$ cat src/verilog/dcs_regs.vh
`ifndef DCS_REGS_VH
`define DCS_REGS_VH
// --------
// command byte layout
// --------
`define DCS_CMD_GLOBAL_BIT   0
`define DCS_CMD_READ_BIT     1
`define DCS_CMD_CMDSEL_BIT   2
`define DCS_CMD_POLL         8'h57
`define DCS_CMD_SWRESET      8'h5d
// --------
// register pointers
// --------
`define DCS_PTR_TEMP         4'h0
`define DCS_PTR_CFG          4'h1
`define DCS_PTR_EE_FIRST     4'h6
`define DCS_PTR_EE_LAST      4'hd
`define DCS_PTR_DIE_ID       4'hf
// --------
// field positions
// --------
`define DCS_TEMP_UNLOCK_BIT  0
`define DCS_TEMP_BUSY_BIT    1
`define DCS_CFG_RST_BIT      1
`define DCS_CFG_SD_BIT       11
`define DCS_CFG_OS_BIT       12
`define DCS_CFG_FH1_BIT      10
`define DCS_CFG_FL1_BIT      9
`define DCS_CFG_FH2_BIT      6
`define DCS_CFG_FL2_BIT      5
`define DCS_CFG_RD_MASK      16'he998
// --------
// reset values
// --------
`define DCS_CFG_RST_VAL      16'ha000
`define DCS_DIE_ID_VAL       16'h1234
// --------
// timing
// --------
`define DCS_CLK_MHZ          100
`define DCS_EE_PROG_MS       16
`define DCS_TMO_MS           35
`define DCS_EE_RD_US         100
`define DCS_CONV_MS          10
`define DCS_RSP_CYC          868
`endif

$ cat src/verilog/dcs_conv.v
`timescale 1ns/1ps
`default_nettype none
`include "dcs_regs.vh"

// --------
// conversion scheduler: continuous, shutdown and one-shot
// --------
module dcs_conv #(
  parameter [23:0] CONV_CYC = `DCS_CONV_MS * 1000 * `DCS_CLK_MHZ
) (
  input  wire        clk,
  input  wire        rstn,
  input  wire        shutdown,
  input  wire        one_shot,
  input  wire        restart,
  output reg         done_q,
  output wire        active
);
  reg  [23:0] cnt_q;   // cycles into current conversion
  reg         os_q;    // single conversion pending in shutdown
  wire        run;     // converter powered

  // continuous unless shut down; one-shot powers a single run
  assign run    = ~shutdown | os_q;
  assign active = run;

  // --------
  // period counter and result strobe
  // --------
  always @(posedge clk or negedge rstn) begin
    if (!rstn) begin
      cnt_q  <= 24'h000000;
      done_q <= 1'b0;
    end else if (restart || !run) begin
      // mode change aborts the ongoing conversion
      cnt_q  <= 24'h000000;
      done_q <= 1'b0;
    end else if (cnt_q == CONV_CYC - 24'h000001) begin
      cnt_q  <= 24'h000000;
      done_q <= 1'b1;
    end else begin
      cnt_q  <= cnt_q + 24'h000001;
      done_q <= 1'b0;
    end
  end

  // one-shot request, cleared by its own result
  always @(posedge clk or negedge rstn) begin
    if (!rstn) begin
      os_q <= 1'b0;
    end else if (one_shot && shutdown) begin
      os_q <= 1'b1;
    end else if (done_q || !shutdown) begin
      os_q <= 1'b0;
    end
  end
endmodule // dcs_conv
`default_nettype wire

$ cat src/verilog/dcs_ops.v
// The implementer's own choices: the register addresses and strobed register access.
`timescale 1ns/1ps
`default_nettype none
`include "dcs_regs.vh"
// Function
// last device answers poll with own address
// only initialization-time last device answers poll
// reset command reloads eeprom, clears temperature
// individual write hits only matching address
// reply starts within one and half baud
// global write hits addresses up to field
// global read returns addressed down to first
// missing device: stall, time out after 35ms
// continuous conversions update temperature and flags
// shutdown stops conversions, registers stay accessible
// one-shot in shutdown runs one conversion
// one-shot bit always reads zero
// eight general words at pointers 6h-Dh
// reset copies eeprom into registers except two
// eeprom locked after power-up, writes ignored
// unlock flag bit0 of temperature register
// eeprom locations readable locked or unlocked
// unlocked write programs eeprom up to 16ms
// busy bit high while programming
// programming blocks writes to other registers
// global eeprom write programs all in range
// eeprom read stretches reply by 100us
// command byte bit layout and codes
// data sent low byte then high byte
// intermediate devices pass traffic both ways
// one-shot in continuous mode changes nothing

module dcs_ops #(
  parameter [21:0] EE_PROG_CYC = `DCS_EE_PROG_MS * 1000 * `DCS_CLK_MHZ,
  parameter [21:0] TMO_CYC     = `DCS_TMO_MS * 1000 * `DCS_CLK_MHZ,
  parameter [21:0] EE_RD_CYC   = `DCS_EE_RD_US * `DCS_CLK_MHZ,
  parameter [21:0] RSP_CYC     = `DCS_RSP_CYC,
  parameter [23:0] CONV_CYC    = `DCS_CONV_MS * 1000 * `DCS_CLK_MHZ,
  parameter [15:0] DIE_ID      = `DCS_DIE_ID_VAL  // arbitrary value
) (
  input  wire        clk,
  input  wire        rstn,
  input  wire [4:0]  my_addr,       // address assigned at initialization
  input  wire        last_at_init,  // was last device at initialization
  input  wire        up_rx_sof,     // new frame on upstream_port
  input  wire        up_rx_valid,   // byte received on upstream_port
  input  wire [7:0]  up_rx_data,
  input  wire        up_tx_ready,   // upstream transmitter free
  output wire        up_tx_valid,
  output reg  [7:0]  up_tx_data_q,
  input  wire        dn_rx_valid,   // byte received on downstream_port
  input  wire [7:0]  dn_rx_data,
  output reg         dn_tx_valid_q,
  output reg  [7:0]  dn_tx_data_q,
  input  wire [13:0] temp_sample,   // converter result
  input  wire [3:0]  alert_flags,   // {fh1, fl1, fh2, fl2}
  input  wire [3:0]  reg_addr,
  input  wire [15:0] reg_wdata,
  input  wire        reg_wr,
  input  wire        reg_rd,
  output reg  [15:0] reg_rdata_q,
  output wire        conv_active
);
  // ----------------------------------------------------------------
  // states
  // ----------------------------------------------------------------
  localparam [8:0] ST_IDLE = 9'h001;
  localparam [8:0] ST_CMD  = 9'h002;
  localparam [8:0] ST_PTR  = 9'h004;
  localparam [8:0] ST_DLO  = 9'h008;
  localparam [8:0] ST_DHI  = 9'h010;
  localparam [8:0] ST_WAIT = 9'h020;
  localparam [8:0] ST_TXLO = 9'h040;
  localparam [8:0] ST_TXHI = 9'h080;
  localparam [8:0] ST_FWD  = 9'h100;

  reg  [8:0]  st_q;                // transaction state
  reg  [7:0]  cmd_q;               // command and address byte
  reg  [3:0]  ptr_q;               // register pointer
  reg  [7:0]  lo_q;                // write data low byte
  reg  [21:0] cnt_q;               // reply delay / stall timeout
  reg  [5:0]  fwd_n_q;             // bytes still to forward upstream
  reg         own_after_q;         // own word follows forwarded ones
  reg         poll_q;              // reply is a poll answer
  reg         fwd_v_q;             // forwarded byte valid
  reg  [13:0] temp_q;              // temperature result
  reg  [3:0]  alert_q;             // alert flags from last conversion
  reg         unlock_q;            // eeprom_unlock_flag
  reg         busy_q;              // eeprom programming underway
  reg  [21:0] prog_q;              // programming time left
  reg         load_q;              // copy eeprom into registers
  reg  [15:0] regs_q [1:13];       // working registers
  reg  [15:0] ee_q   [1:13];       // nonvolatile store
  wire        conv_done;

  // command fields
  wire        c_glob = cmd_q[`DCS_CMD_GLOBAL_BIT];
  wire        c_read = cmd_q[`DCS_CMD_READ_BIT];
  wire [4:0]  c_addr = cmd_q[7:3];
  wire [4:0]  a_diff = c_addr - my_addr;
  wire        c_me   = (c_addr == my_addr);
  wire        c_blw  = (my_addr < c_addr);

  // ----------------------------------------------------------------
  // read multiplexer
  // ----------------------------------------------------------------
  function [15:0] rd_val;
    input [3:0] p;
    begin
      if (p == `DCS_PTR_TEMP)
        rd_val = {temp_q, busy_q, unlock_q};
      else if (p == `DCS_PTR_CFG)
        // one-shot, reset and flag bits are not stored words
        rd_val = (regs_q[1] & `DCS_CFG_RD_MASK) |
                 {5'h00, alert_q[3], alert_q[2], 2'h0,
                  alert_q[1], alert_q[0], 5'h00};
      else if (p == `DCS_PTR_DIE_ID)
        rd_val = DIE_ID;
      else if (p < `DCS_PTR_DIE_ID - 4'h1)
        rd_val = regs_q[p];
      else
        rd_val = 16'h0000;
    end
  endfunction
  wire [15:0] p_val = rd_val(ptr_q);  // word behind the link pointer
  // ----------------------------------------------------------------
  // write path shared by link and local port
  // ----------------------------------------------------------------
  wire        lk_wr = (st_q == ST_DHI) & up_rx_valid &
                      (c_glob ? c_blw | c_me : c_me);
  wire        w_go  = lk_wr | reg_wr;
  wire [3:0]  w_ptr = lk_wr ? ptr_q : reg_addr;
  wire [15:0] w_dat = lk_wr ? {up_rx_data, lo_q} : reg_wdata;
  wire        w_rw  = (w_ptr != 4'h0) && (w_ptr < `DCS_PTR_DIE_ID - 4'h1);
  wire        w_eer = (w_ptr >= `DCS_PTR_EE_FIRST);
  wire        w_reg = w_go & w_rw & ~busy_q & (unlock_q | ~w_eer);
  wire        w_ee  = w_go & w_rw & ~busy_q & unlock_q;
  wire        cfg_w = w_reg & (w_ptr == `DCS_PTR_CFG);
  wire [15:0] cfg_c = regs_q[1];
  wire        cmd_rst = (st_q == ST_CMD) & up_rx_valid &
                        (up_rx_data == `DCS_CMD_SWRESET);
  wire        soft_rst = cmd_rst | (cfg_w & w_dat[`DCS_CFG_RST_BIT]);
  // one-shot only acts in shutdown; continuous schedule untouched
  wire        os_req = cfg_w & w_dat[`DCS_CFG_OS_BIT] &
                       cfg_c[`DCS_CFG_SD_BIT];
  // mode or rate change aborts the ongoing conversion
  wire        restart = cfg_w & ({w_dat[15:13], w_dat[11]} !=
                                 {cfg_c[15:13], cfg_c[11]});

  // ----------------------------------------------------------------
  // register and eeprom entries
  // ----------------------------------------------------------------
  genvar gi;
  generate
    for (gi = 1; gi <= 13; gi = gi + 1) begin : g_ent
      always @(posedge clk or negedge rstn) begin
        if (!rstn) begin
          regs_q[gi] <= 16'h0000;
          ee_q[gi]   <= (gi == 1) ? `DCS_CFG_RST_VAL : 16'h0000;
        end else begin
          if (load_q) begin
            regs_q[gi] <= ee_q[gi];
          end else if (w_reg && w_ptr == gi) begin
            regs_q[gi] <= w_dat;
          end
          if (w_ee && w_ptr == gi) begin
            ee_q[gi] <= w_dat;
          end
        end
      end
    end
  endgenerate

  // ----------------------------------------------------------------
  // temperature, flags, lock and reload
  // ----------------------------------------------------------------
  always @(posedge clk or negedge rstn) begin
    if (!rstn) begin
      temp_q   <= 14'h0000;
      alert_q  <= 4'h0;
      unlock_q <= 1'b0;
      load_q   <= 1'b1;
    end else begin
      load_q <= soft_rst;
      if (load_q) begin
        temp_q  <= 14'h0000;
        alert_q <= 4'h0;
      end else if (conv_done) begin
        temp_q  <= temp_sample;
        alert_q <= alert_flags;
      end
      if (w_go && w_ptr == `DCS_PTR_TEMP) begin
        unlock_q <= w_dat[`DCS_TEMP_UNLOCK_BIT];
      end
    end
  end

  // programming timer behind the busy bit
  always @(posedge clk or negedge rstn) begin
    if (!rstn) begin
      busy_q <= 1'b0;
      prog_q <= 22'h000000;
    end else if (w_ee) begin
      busy_q <= 1'b1;
      prog_q <= EE_PROG_CYC;
    end else if (busy_q) begin
      prog_q <= prog_q - 22'h000001;
      if (prog_q == 22'h000001) begin
        busy_q <= 1'b0;
      end
    end
  end

  // ----------------------------------------------------------------
  // host traffic passes on toward the far end
  // ----------------------------------------------------------------
  always @(posedge clk or negedge rstn) begin
    if (!rstn) begin
      dn_tx_valid_q <= 1'b0;
      dn_tx_data_q  <= 8'h00;
      fwd_v_q       <= 1'b0;
    end else begin
      dn_tx_valid_q <= up_rx_valid;
      if (up_rx_valid) begin
        dn_tx_data_q <= up_rx_data;
      end
      fwd_v_q <= (st_q == ST_FWD) & dn_rx_valid;
    end
  end

  // own byte offered while in a send state
  assign up_tx_valid = fwd_v_q | (st_q == ST_TXLO) | (st_q == ST_TXHI);

  // ----------------------------------------------------------------
  // transaction sequencer
  // ----------------------------------------------------------------
  always @(posedge clk or negedge rstn) begin
    if (!rstn) begin
      st_q         <= ST_IDLE;
      cmd_q        <= 8'h00;
      ptr_q        <= 4'h0;
      lo_q         <= 8'h00;
      cnt_q        <= 22'h000000;
      fwd_n_q      <= 6'h00;
      own_after_q  <= 1'b0;
      poll_q       <= 1'b0;
      up_tx_data_q <= 8'h00;
    end else begin
      case (st_q)
        ST_IDLE: begin
          if (up_rx_sof) begin
            st_q <= ST_CMD;
          end
        end
        ST_CMD: begin
          if (up_rx_valid) begin
            cmd_q  <= up_rx_data;
            poll_q <= 1'b0;
            if (!up_rx_data[`DCS_CMD_CMDSEL_BIT]) begin
              st_q <= ST_PTR;
            end else if (up_rx_data == `DCS_CMD_POLL && last_at_init) begin
              poll_q <= 1'b1;
              cnt_q  <= RSP_CYC;
              st_q   <= ST_WAIT;
            end else if (up_rx_data == `DCS_CMD_POLL) begin
              // not last at init: only relay what comes from below
              fwd_n_q     <= 6'h01;
              own_after_q <= 1'b0;
              cnt_q       <= TMO_CYC;
              st_q        <= ST_FWD;
            end else begin
              st_q <= ST_IDLE;
            end
          end
        end
        ST_PTR: begin
          if (up_rx_valid) begin
            ptr_q <= up_rx_data[3:0];
            if (!c_read) begin
              st_q <= ST_DLO;
            end else if (c_me) begin
              // stretched reply while an eeprom word is fetched
              cnt_q <= (up_rx_data[3:0] >= `DCS_PTR_EE_FIRST &&
                        up_rx_data[3:0] <= `DCS_PTR_EE_LAST) ?
                       EE_RD_CYC : RSP_CYC;
              st_q  <= ST_WAIT;
            end else if (c_blw) begin
              // relay words from beyond; a global read then appends our own
              fwd_n_q     <= c_glob ? {a_diff, 1'b0} : 6'h02;
              own_after_q <= c_glob;
              cnt_q       <= TMO_CYC;
              st_q        <= ST_FWD;
            end else begin
              st_q <= ST_IDLE;
            end
          end
        end
        ST_DLO: begin
          if (up_rx_valid) begin
            lo_q <= up_rx_data;
            st_q <= ST_DHI;
          end
        end
        ST_DHI: begin
          if (up_rx_valid) begin
            st_q <= ST_IDLE;
          end
        end
        ST_WAIT: begin
          if (cnt_q <= 22'h000001) begin
            up_tx_data_q <= poll_q ? {my_addr, 3'h0} : p_val[7:0];
            st_q         <= ST_TXLO;
          end else begin
            cnt_q <= cnt_q - 22'h000001;
          end
        end
        ST_TXLO: begin
          if (up_tx_ready) begin
            up_tx_data_q <= p_val[15:8];
            st_q         <= poll_q ? ST_IDLE : ST_TXHI;
          end
        end
        ST_TXHI: begin
          if (up_tx_ready) begin
            st_q <= ST_IDLE;
          end
        end
        ST_FWD: begin
          if (dn_rx_valid) begin
            up_tx_data_q <= dn_rx_data;
            cnt_q        <= TMO_CYC;
            fwd_n_q      <= fwd_n_q - 6'h01;
            if (fwd_n_q == 6'h01) begin
              cnt_q <= RSP_CYC;
              st_q  <= own_after_q ? ST_WAIT : ST_IDLE;
            end
          end else if (cnt_q == 22'h000000) begin
            st_q <= ST_IDLE;
          end else begin
            cnt_q <= cnt_q - 22'h000001;
          end
        end
        default: begin
          st_q <= ST_IDLE;
        end
      endcase
    end
  end

  // ----------------------------------------------------------------
  // local register port: data valid only the cycle after the strobe
  // ----------------------------------------------------------------
  always @(posedge clk or negedge rstn) begin
    if (!rstn) begin
      reg_rdata_q <= 16'h0000;
    end else begin
      reg_rdata_q <= reg_rd ? rd_val(reg_addr) : 16'h0000;
    end
  end

  // ----------------------------------------------------------------
  // conversion scheduler
  // ----------------------------------------------------------------
  dcs_conv #(
    .CONV_CYC (CONV_CYC)
  ) u_conv (
    .clk      (clk),
    .rstn     (rstn),
    .shutdown (cfg_c[`DCS_CFG_SD_BIT]),
    .one_shot (os_req),
    .restart  (restart | load_q),
    .done_q   (conv_done),
    .active   (conv_active)
  );
endmodule // dcs_ops
`default_nettype wire

$ cat config.mk
export PLATFORM = sky130hd
export DESIGN_NAME = dcs_ops
export DESIGN_NICKNAME = d
export VERILOG_FILES = /design/src/verilog/dcs_conv.v /design/src/verilog/dcs_ops.v
export VERILOG_INCLUDE_DIRS = /design/src /design/src/verilog
export SDC_FILE = /design/constraint.sdc
export NUM_CORES = 1
export LEC_CHECK = 0
export BUFFER_PORTS_ARGS = -buffer_cell sky130_fd_sc_hd__buf_2
export CORE_MARGIN = 2
export CORE_UTILIZATION = 50
export CTS_CLUSTER_SIZE = 14
export DETAILED_ROUTE_END_ITERATION = 10
export PLACE_DENSITY = 0.66
export SYNTH_ARGS = -nofsm -noshare
export SYNTH_HDL_FRONTEND = slang
export SYNTH_SLANG_ARGS = --single-unit
$ cat constraint.sdc
create_clock -name clk -period 6.35 [get_ports clk]
set_input_delay 0.9525 -clock clk [delete_from_list [all_inputs] [get_ports clk]]
set_output_delay 0.9525 -clock clk [all_outputs]
set_load 0.005 [all_outputs]
==> impl_metrics.json, run 1 <==
{
  "status": "finished clean",
  "max_cap_viol_count": 0,
  "post_cts_hold_buffer_count": 0,
  "sw_frac_of_total_pct": 34.9,
  "htree_num_levels": 2,
  "worst_setup_path_start_kind": "flip-flop",
  "synthesis.area_per_instance_sq_um": 10.1,
  "nFillCells": 5426,
  "global_placement_routability_congestion": 0.962,
  "cp-end-kind": "flip-flop",
  "detailedPlacementHpwl_mm": 70.8,
  "fin_setup_tns_ps": 0,
  "grt_max_degree": 228,
  "synthCells": 3074,
  "track_usage_pct": 33.9,
  "worstMarginPinSlew_ps": 1460,
  "final-hold-violation-count": 0,
  "clkPwrFrac_pct": 35.5,
  "synth-seq-area-share_pct": 45.2,
  "highest_achievable_clock_rate_mhz": 246,
  "arrival_ps": 4620,
  "worstPathMaxFanout": 99,
  "routed_via_density": 6.98,
  "cts_root_buf": "sky130_fd_sc_hd__clkbuf_16",
  "crit_end": "regs_q[65]",
  "drt_iter0_markers": 3713,
  "setup-violations-final": 0,
  "port_buffer_count": 102,
  "number_of_gates_resized_after_cts": 0,
  "routed-via-count": 27000,
  "power_frac_seq_pct": 39.6,
  "clk_latency_ps": 660,
  "total_congestion_overflow_after_global_routing": 0,
  "max_rail_drop_vdd_v": 0.000215,
  "summed_instance_area_of_the_synthesized_netlist_sq_um": 31200,
  "power.static_leakage_uw": 0.0133,
  "startpoint": "ptr_q[0]",
  "cell_internal_pwr_uw": 6930,
  "synth_flop_cell": "sky130_fd_sc_hd__dfrtp_1",
  "worst_setup_hold_path_clk_slew_ps": 60,
  "multi_input_comb_area_sq_um": 15500,
  "layout-area-overhead-vs-synth_pct": 8.75,
  "grt_setup_unrepaired": "no",
  "detail_route.wirelength_mm": 110,
  "start_util_pct": 50.5,
  "source_of_the_worst_register_to_register_timing_path": "ptr_q[0]",
  "die_height_microns": 254,
  "router_iterations_before_antenna_repair": 10,
  "rrSetupSlack_ps": 2280,
  "worst-r2r-cell-count": 7,
  "yosys.cell_types.count": 87,
  "nNetsFinal": 3059,
  "met2_length_mm": 47.3,
  "postRouteAntennaNets": 0,
  "met1Wirelength_mm": 45.4,
  "net-switching-power_uw": 3720,
  "postSynthRegisterBits": 563,
  "comb_power_share_pct": 24.9,
  "clockBufferDepth": 3,
  "cts_tree": "built",
  "r2r_end": "regs_q[65]",
  "fp.dieW_microns": 254,
  "synthesized_netlist_net_count": 3155,
  "synth-edff-count": 0,
  "yosysWarningCount": 0,
  "highest_layer": "met5",
  "design_power_total_uw": 10700,
  "die_area_sq_um": 64300,
  "final-seq-area_sq_um": 14100,
  "cp.required_ps": 6900,
  "postSynth.asyncResetShare_pct": 100,
  "wire_length_of_the_first_global_routing_pass_mm": 165,
  "drive_above_1_share_pct": 18.0,
  "layout_commonest_cell": "sky130_fd_sc_hd__dfrtp_1",
  "path_class": "flip-flop to flip-flop",
  "floorplan_core_area_sq_um": 61700,
  "ioPinCount": 103,
  "drc": 0,
  "placementRows": 91,
  "max_slew_margin_vs_limit_pct": 2.66,
  "total_clock_sinks": 563,
  "detail_route.wl_per_cell_microns": 28.4,
  "met3WireLength_mm": 12.2,
  "hold_path_class": "input port to asynchronous set/reset pin",
  "fin_skew_ps": 23.0,
  "cts_inserted_buffers": 61,
  "layout_common_cells": "557 x sky130_fd_sc_hd__dfrtp_1, 272 x sky130_fd_sc_hd__a31oi_1, 266 x sky130_fd_sc_hd__nor2_1, 245 x sky130_fd_sc_hd__nand2_1, 154 x sky130_fd_sc_hd__nor4_1",
  "period_share_pct": 64.0,
  "antenna_found_initial": 10,
  "clock_period_minus_final_worst_setup_slack_ps": 4070,
  "p_per_cell_area_nw_per_um2": 314,
  "first_global_vias": 25600,
  "cts_setup_buffers": 0,
  "drv_slew": 0
}
## logic make-up (layout without fill, tap and decap cells)
| family | count (synthesis) | after routing | synth area share (%) |
|---|---|---|---|
| AO/OA/AOI/OAI | 816 | 816 | 18.0 |
| multiplexers | 303 | 303 | 13.8 |
| XOR/XNOR | 50 | 50 | 1.41 |
| buffers and inverters | 346 | 303 | 5.22 |
| other | 0 | 7 | 0 |
| flip-flops | 563 | 563 | 45.2 |
| adder cells (fa/ha/maj) | 13 | 13 | 0.546 |
| AND/OR/NAND/NOR | 983 | 983 | 15.8 |
## cells in the mapped netlist (all sizes together) (75+ instances only)
library cell | n | area, sq um
a21oi | 116 | 581
a31oi | 272 | 1700
buf | 148 | 885
clkbuf | 159 | 597
dfrtp | 559 | 14000
mux2 | 161 | 1870
mux2i | 75 | 905
nand2 | 245 | 920
nand2b | 80 | 500
nor2 | 266 | 998
nor4 | 166 | 1100
o31ai | 135 | 1010
## layout make-up
class / instances / share of cell area (%)
antenna: 7 / 0.0517
tap: 837 / 3.09
clock inverter: 37 / 1.14
timing repair buffer: 148 / 2.83
sequential: 563 / 41.6
clock buffer: 79 / 5.12
inverter: 39 / 0.432
multi-input combinational: 2165 / 45.7
## flip-flops by register name (all words and copies together), names as in the netlist, 4 cells and up
signal and count:
lo_q 8, fwd_n_q 6, temp_q 14, alert_q 4, regs_q 192, cnt_q 22
ee_q 201, ptr_q 4, reg_rdata_q 16, cmd_q 7, dn_tx_data_q 8, prog_q 22
st_q 9, u_conv.cnt_q 24, cfg_c 9, up_tx_data_q 8
## metal layers
| metal | global-route usage (%) | vias up |
|---|---|---|
| met5 | 0 | - |
| met4 | 15.2 | 8 |
| met3 | 9.06 | 308 |
| met2 | 49.1 | 1626 |
| met1 | 47.8 | 13600 |
| li1 | - | 11500 |
## per-stage QoR
stage,hold WS (ps),cell area [sq um],setup WS [ps],utilization (%),std cells
6_report,306,33900,2280,54.9,3875
5_1_grt,409,33900,2140,54.9,3869
4_1_cts,391,33900,2360,54.9,3868
3_5_place_dp,463,31700,1740,51.4,3752
3_3_place_gp,455,31700,1770,51.4,3752
2_1_floorplan,448,31200,3030,-,3074
## critical path, cell delays in order (launching register included)
cell	delay [ps]
sky130_fd_sc_hd__dfrtp_4	920
sky130_fd_sc_hd__nor4_1	120
sky130_fd_sc_hd__buf_4	220
sky130_fd_sc_hd__a311oi_1	670
sky130_fd_sc_hd__mux2_8	740
sky130_fd_sc_hd__buf_4	660
sky130_fd_sc_hd__a31oi_1	190
sky130_fd_sc_hd__o31ai_1	300
## power by group through the flow
stage                     registers, uW  clock network, uW  logic (uW)
final                              4220               3780        2650
after detailed placement           4270                  0        2540
after CTS                          4210               3820        2550
after global placement             4250                  0        2510
after floorplan                    4090                  0        1760
after global routing               4250               3960        2790
## worst min path at each step
stage	start	to	slack [ps]	depth (start not counted)
2_1_floorplan	ee_q[203]	cfg_c[11]	450	2
3_3_place_gp	ee_q[104]	regs_q[104]	450	2
3_5_place_dp	ee_q[56]	regs_q[56]	460	2
4_1_cts	rstn	prog_q[18]	390	1
5_1_grt	rstn	prog_q[12]	410	1
6_report	rstn	prog_q[18]	310	1
Note: power is estimated with default switching activity, not from simulation.
==> run 2: changes to the inputs <==
ABC_AREA = 1   (was not set)
clock period = 4 ns   (was 6.35 ns; I/O delays follow)
==> impl_metrics.json, run 2 <==
{
  "power.static_leakage_uw": 0.0163,
  "design_power_total_uw": 17200,
  "combinational_family_with_the_most_area_after_synthesis": "simple AND/OR/NAND/NOR gates",
  "arrival_ps": 4050,
  "ioPinCount": 103,
  "max_rail_drop_vdd_v": 0.000293,
  "fin_skew_ps": 26.2,
  "final-hold-violation-count": 0,
  "p_per_cell_area_nw_per_um2": 509,
  "global_placement_routability_congestion": 0.944,
  "track_usage_pct": 35.7,
  "worstMarginPinSlew_ps": 991,
  "drt_iter0_markers": 3789,
  "layout.cells.non_filler": 4899,
  "status": "finished clean",
  "number_of_gates_resized_after_cts": 0,
  "die_height_microns": 250,
  "total_congestion_overflow_after_global_routing": 0,
  "synth-seq-area-share_pct": 47.7,
  "cts_inserted_buffers": 66,
  "cp-end-kind": "flip-flop",
  "synth.most_common_cell": "sky130_fd_sc_hd__nand2_1",
  "grt_max_degree": 105,
  "htree_num_levels": 3,
  "synth_compound_gate_area_share_pct": 13.9,
  "postSynthRegisterBits": 575,
  "start_util_pct": 50.3,
  "yosys.cell_types.count": 61,
  "fin_setup_tns_ps": 0,
  "period_share_pct": 87.6,
  "synth.mux.area_fraction_pct": 0.145,
  "startpoint": "cmd_q[6]",
  "worstPathMaxFanout": 13,
  "yosys.area_share.simple_pct": 29.5,
  "die_area_sq_um": 62400,
  "postRouteAntennaNets": 0,
  "whs_ps": 45.6,
  "cts_tree": "built",
  "top_register": "ee_q",
  "summed_instance_area_of_the_synthesized_netlist_sq_um": 30200,
  "worst_setup_path_start_kind": "flip-flop",
  "layout-area-overhead-vs-synth_pct": 12.1,
  "detail_route.wirelength_mm": 111,
  "synth-edff-count": 0,
  "highest_achievable_clock_rate_mhz": 285,
  "synth_top_cell_area_share_pct": 47.3,
  "synthXorXnorAreaFrac_pct": 1.04,
  "routed-via-count": 28900,
  "clockBufferDepth": 3,
  "antenna_found_initial": 7,
  "port_buffer_count": 102,
  "clock_period_minus_final_worst_setup_slack_ps": 3510,
  "source_of_the_worst_register_to_register_timing_path": "cmd_q[6]",
  "layout_commonest_cell": "sky130_fd_sc_hd__nand2_1",
  "placementRows": 90,
  "router_iterations_before_antenna_repair": 6,
  "synthTopCellsByArea": "sky130_fd_sc_hd__dfrtp_1 47%, sky130_fd_sc_hd__nand2_1 18%, sky130_fd_sc_hd__o21ai_0 6.8%",
  "clk_latency_ps": 620,
  "total_clock_sinks": 575,
  "detailedPlacementHpwl_mm": 72.3,
  "top_regs": "ee_q: 207 flops, regs_q: 192 flops, u_conv.cnt_q: 24 flops",
  "fp.dieW_microns": 250,
  "nFillCells": 5776,
  "cp.required_ps": 4550,
  "synthesized_netlist_net_count": 4105,
  "floorplan_core_area_sq_um": 60000,
  "routed_via_density": 5.90,
  "path_class": "flip-flop to flip-flop",
  "drc": 0,
  "postSynth.asyncResetShare_pct": 100,
  "synth_fa_ha_area_share_pct": 0.564,
  "cts_setup_buffers": 0,
  "post_cts_hold_buffer_count": 0,
  "max_cap_viol_count": 0,
  "grt_setup_unrepaired": "no",
  "nNetsFinal": 4140,
  "setup-violations-final": 0,
  "drv_slew": 0,
  "synthCells": 4024,
  "detail_route.wl_per_cell_microns": 22.7,
  "layout_common_cells": "1454 x sky130_fd_sc_hd__nand2_1, 571 x sky130_fd_sc_hd__dfrtp_1, 407 x sky130_fd_sc_hd__o21ai_0, 314 x sky130_fd_sc_hd__nand3_1, 254 x sky130_fd_sc_hd__inv_1",
  "synth_flop_cell": "sky130_fd_sc_hd__dfrtp_1",
  "hold_path_class": "input port to asynchronous set/reset pin",
  "first_global_vias": 27200,
  "yosysWarningCount": 0,
  "drive_above_1_share_pct": 10.2,
  "wire_length_of_the_first_global_routing_pass_mm": 170,
  "synth_largest_area_cell": "sky130_fd_sc_hd__dfrtp_1",
  "largest_reg_flops": 207,
  "synthTopCellsByCount": "1459 x sky130_fd_sc_hd__nand2_1, 571 x sky130_fd_sc_hd__dfrtp_1, 411 x sky130_fd_sc_hd__o21ai_0, 314 x sky130_fd_sc_hd__nand3_1, 255 x sky130_fd_sc_hd__inv_1",
  "synthesis.area_per_instance_sq_um": 7.50,
  "max_slew_margin_vs_limit_pct": 33.5,
  "dpl.cell_count": 4773,
  "cts_root_buf": "sky130_fd_sc_hd__clkbuf_16",
  "worst_setup_hold_path_clk_slew_ps": 60
}
-- run 2: changes by cell type after synthesis, sizes merged, moves of 68 or more --
| cell | previous run | this run |
|---|---|---|
| a221o | 69 | 1 |
| mux2 | 161 | 3 |
| nand2b | 80 | 0 |
| o21ai | 73 | 419 |
| o31ai | 135 | 4 |
| nor4 | 166 | 6 |
| mux2i | 75 | 1 |
| nand3 | 55 | 323 |
| a31oi | 272 | 18 |
| inv | 37 | 259 |
| nand2 | 245 | 1488 |
-- run 2: cell families after synthesis --
logic type | after synthesis
compound gates | 749
xor+xnor | 36
fa+ha+maj | 13
buf+inv | 510
flops | 575
mux | 4
simple gates | 2137
-- run 2: power by group --
group	leakage (uW)	internal, uW	switching [uW]
Combinational	0.00852	1240	3010
Sequential	0.00663	6180	338
Clock	0.00113	3870	2560
Total	0.0163	11300	5910
-- run 2: worst max-delay path: stages (launching register included) --
cell	delay, ps
sky130_fd_sc_hd__dfrtp_1	410
sky130_fd_sc_hd__ha_1	360
sky130_fd_sc_hd__nand2_1	100
sky130_fd_sc_hd__inv_1	80
sky130_fd_sc_hd__nand4_1	200
sky130_fd_sc_hd__nand2_1	260
sky130_fd_sc_hd__nand2_2	180
sky130_fd_sc_hd__inv_2	210
sky130_fd_sc_hd__nor2_1	90
sky130_fd_sc_hd__nor2_2	150
sky130_fd_sc_hd__nand3_4	130
sky130_fd_sc_hd__nor2_8	360
sky130_fd_sc_hd__nand2_2	150
sky130_fd_sc_hd__nand2_1	340
sky130_fd_sc_hd__buf_4	280
sky130_fd_sc_hd__nand2_1	70
sky130_fd_sc_hd__nand2_1	70
-- run 2: worst paths after layout --
kind / to / slack (ps) / cells past startpoint
max: regs_q[44] / 490 / 16
min reg2reg: ee_q[67] / 480 / 2
min in group clk: dn_tx_valid_q / 190 / 1
min: cnt_q[3] / 50 / 1
max reg2reg: regs_q[44] / 490 / 16
max in group asynchronous: regs_q[106] / 2980 / 2
-- run 2: area by class of cell --
| type | count | area, sq um | area share, % |
|---|---|---|---|
| timing repair buffer | 215 | 1510 | 4.45 |
| tap | 782 | 978 | 2.89 |
| clock inverter | 20 | 294 | 0.869 |
| inverter | 262 | 991 | 2.93 |
| sequential | 575 | 14400 | 42.6 |
| multi-input combinational | 2939 | 13600 | 40.3 |
| clock buffer | 102 | 2010 | 5.94 |
| antenna | 4 | 10.0 | 0.0296 |
-- run 2: through the flow --
stage               util, %  instance area, sq um  setup WS, ps
finish                 56.4                 33800           495
global route           56.4                 33800           295
CTS                    56.3                 33800           577
detailed placement     52.5                 31500           269
floorplan                 -                 30200          1160
global placement       52.5                 31500           330
-- run 2: routing by layer --
| layer | up-vias | global-route usage, % | share of wire (%) |
|---|---|---|---|
| li1 | 13200 | - | - |
| met2 | 1675 | 52.6 | 42 |
| met5 | - | 0 | 0.021 |
| met1 | 13600 | 49.3 | 41 |
| met3 | 398 | 8.24 | 11 |
| met4 | 4 | 18.2 | 5.7 |
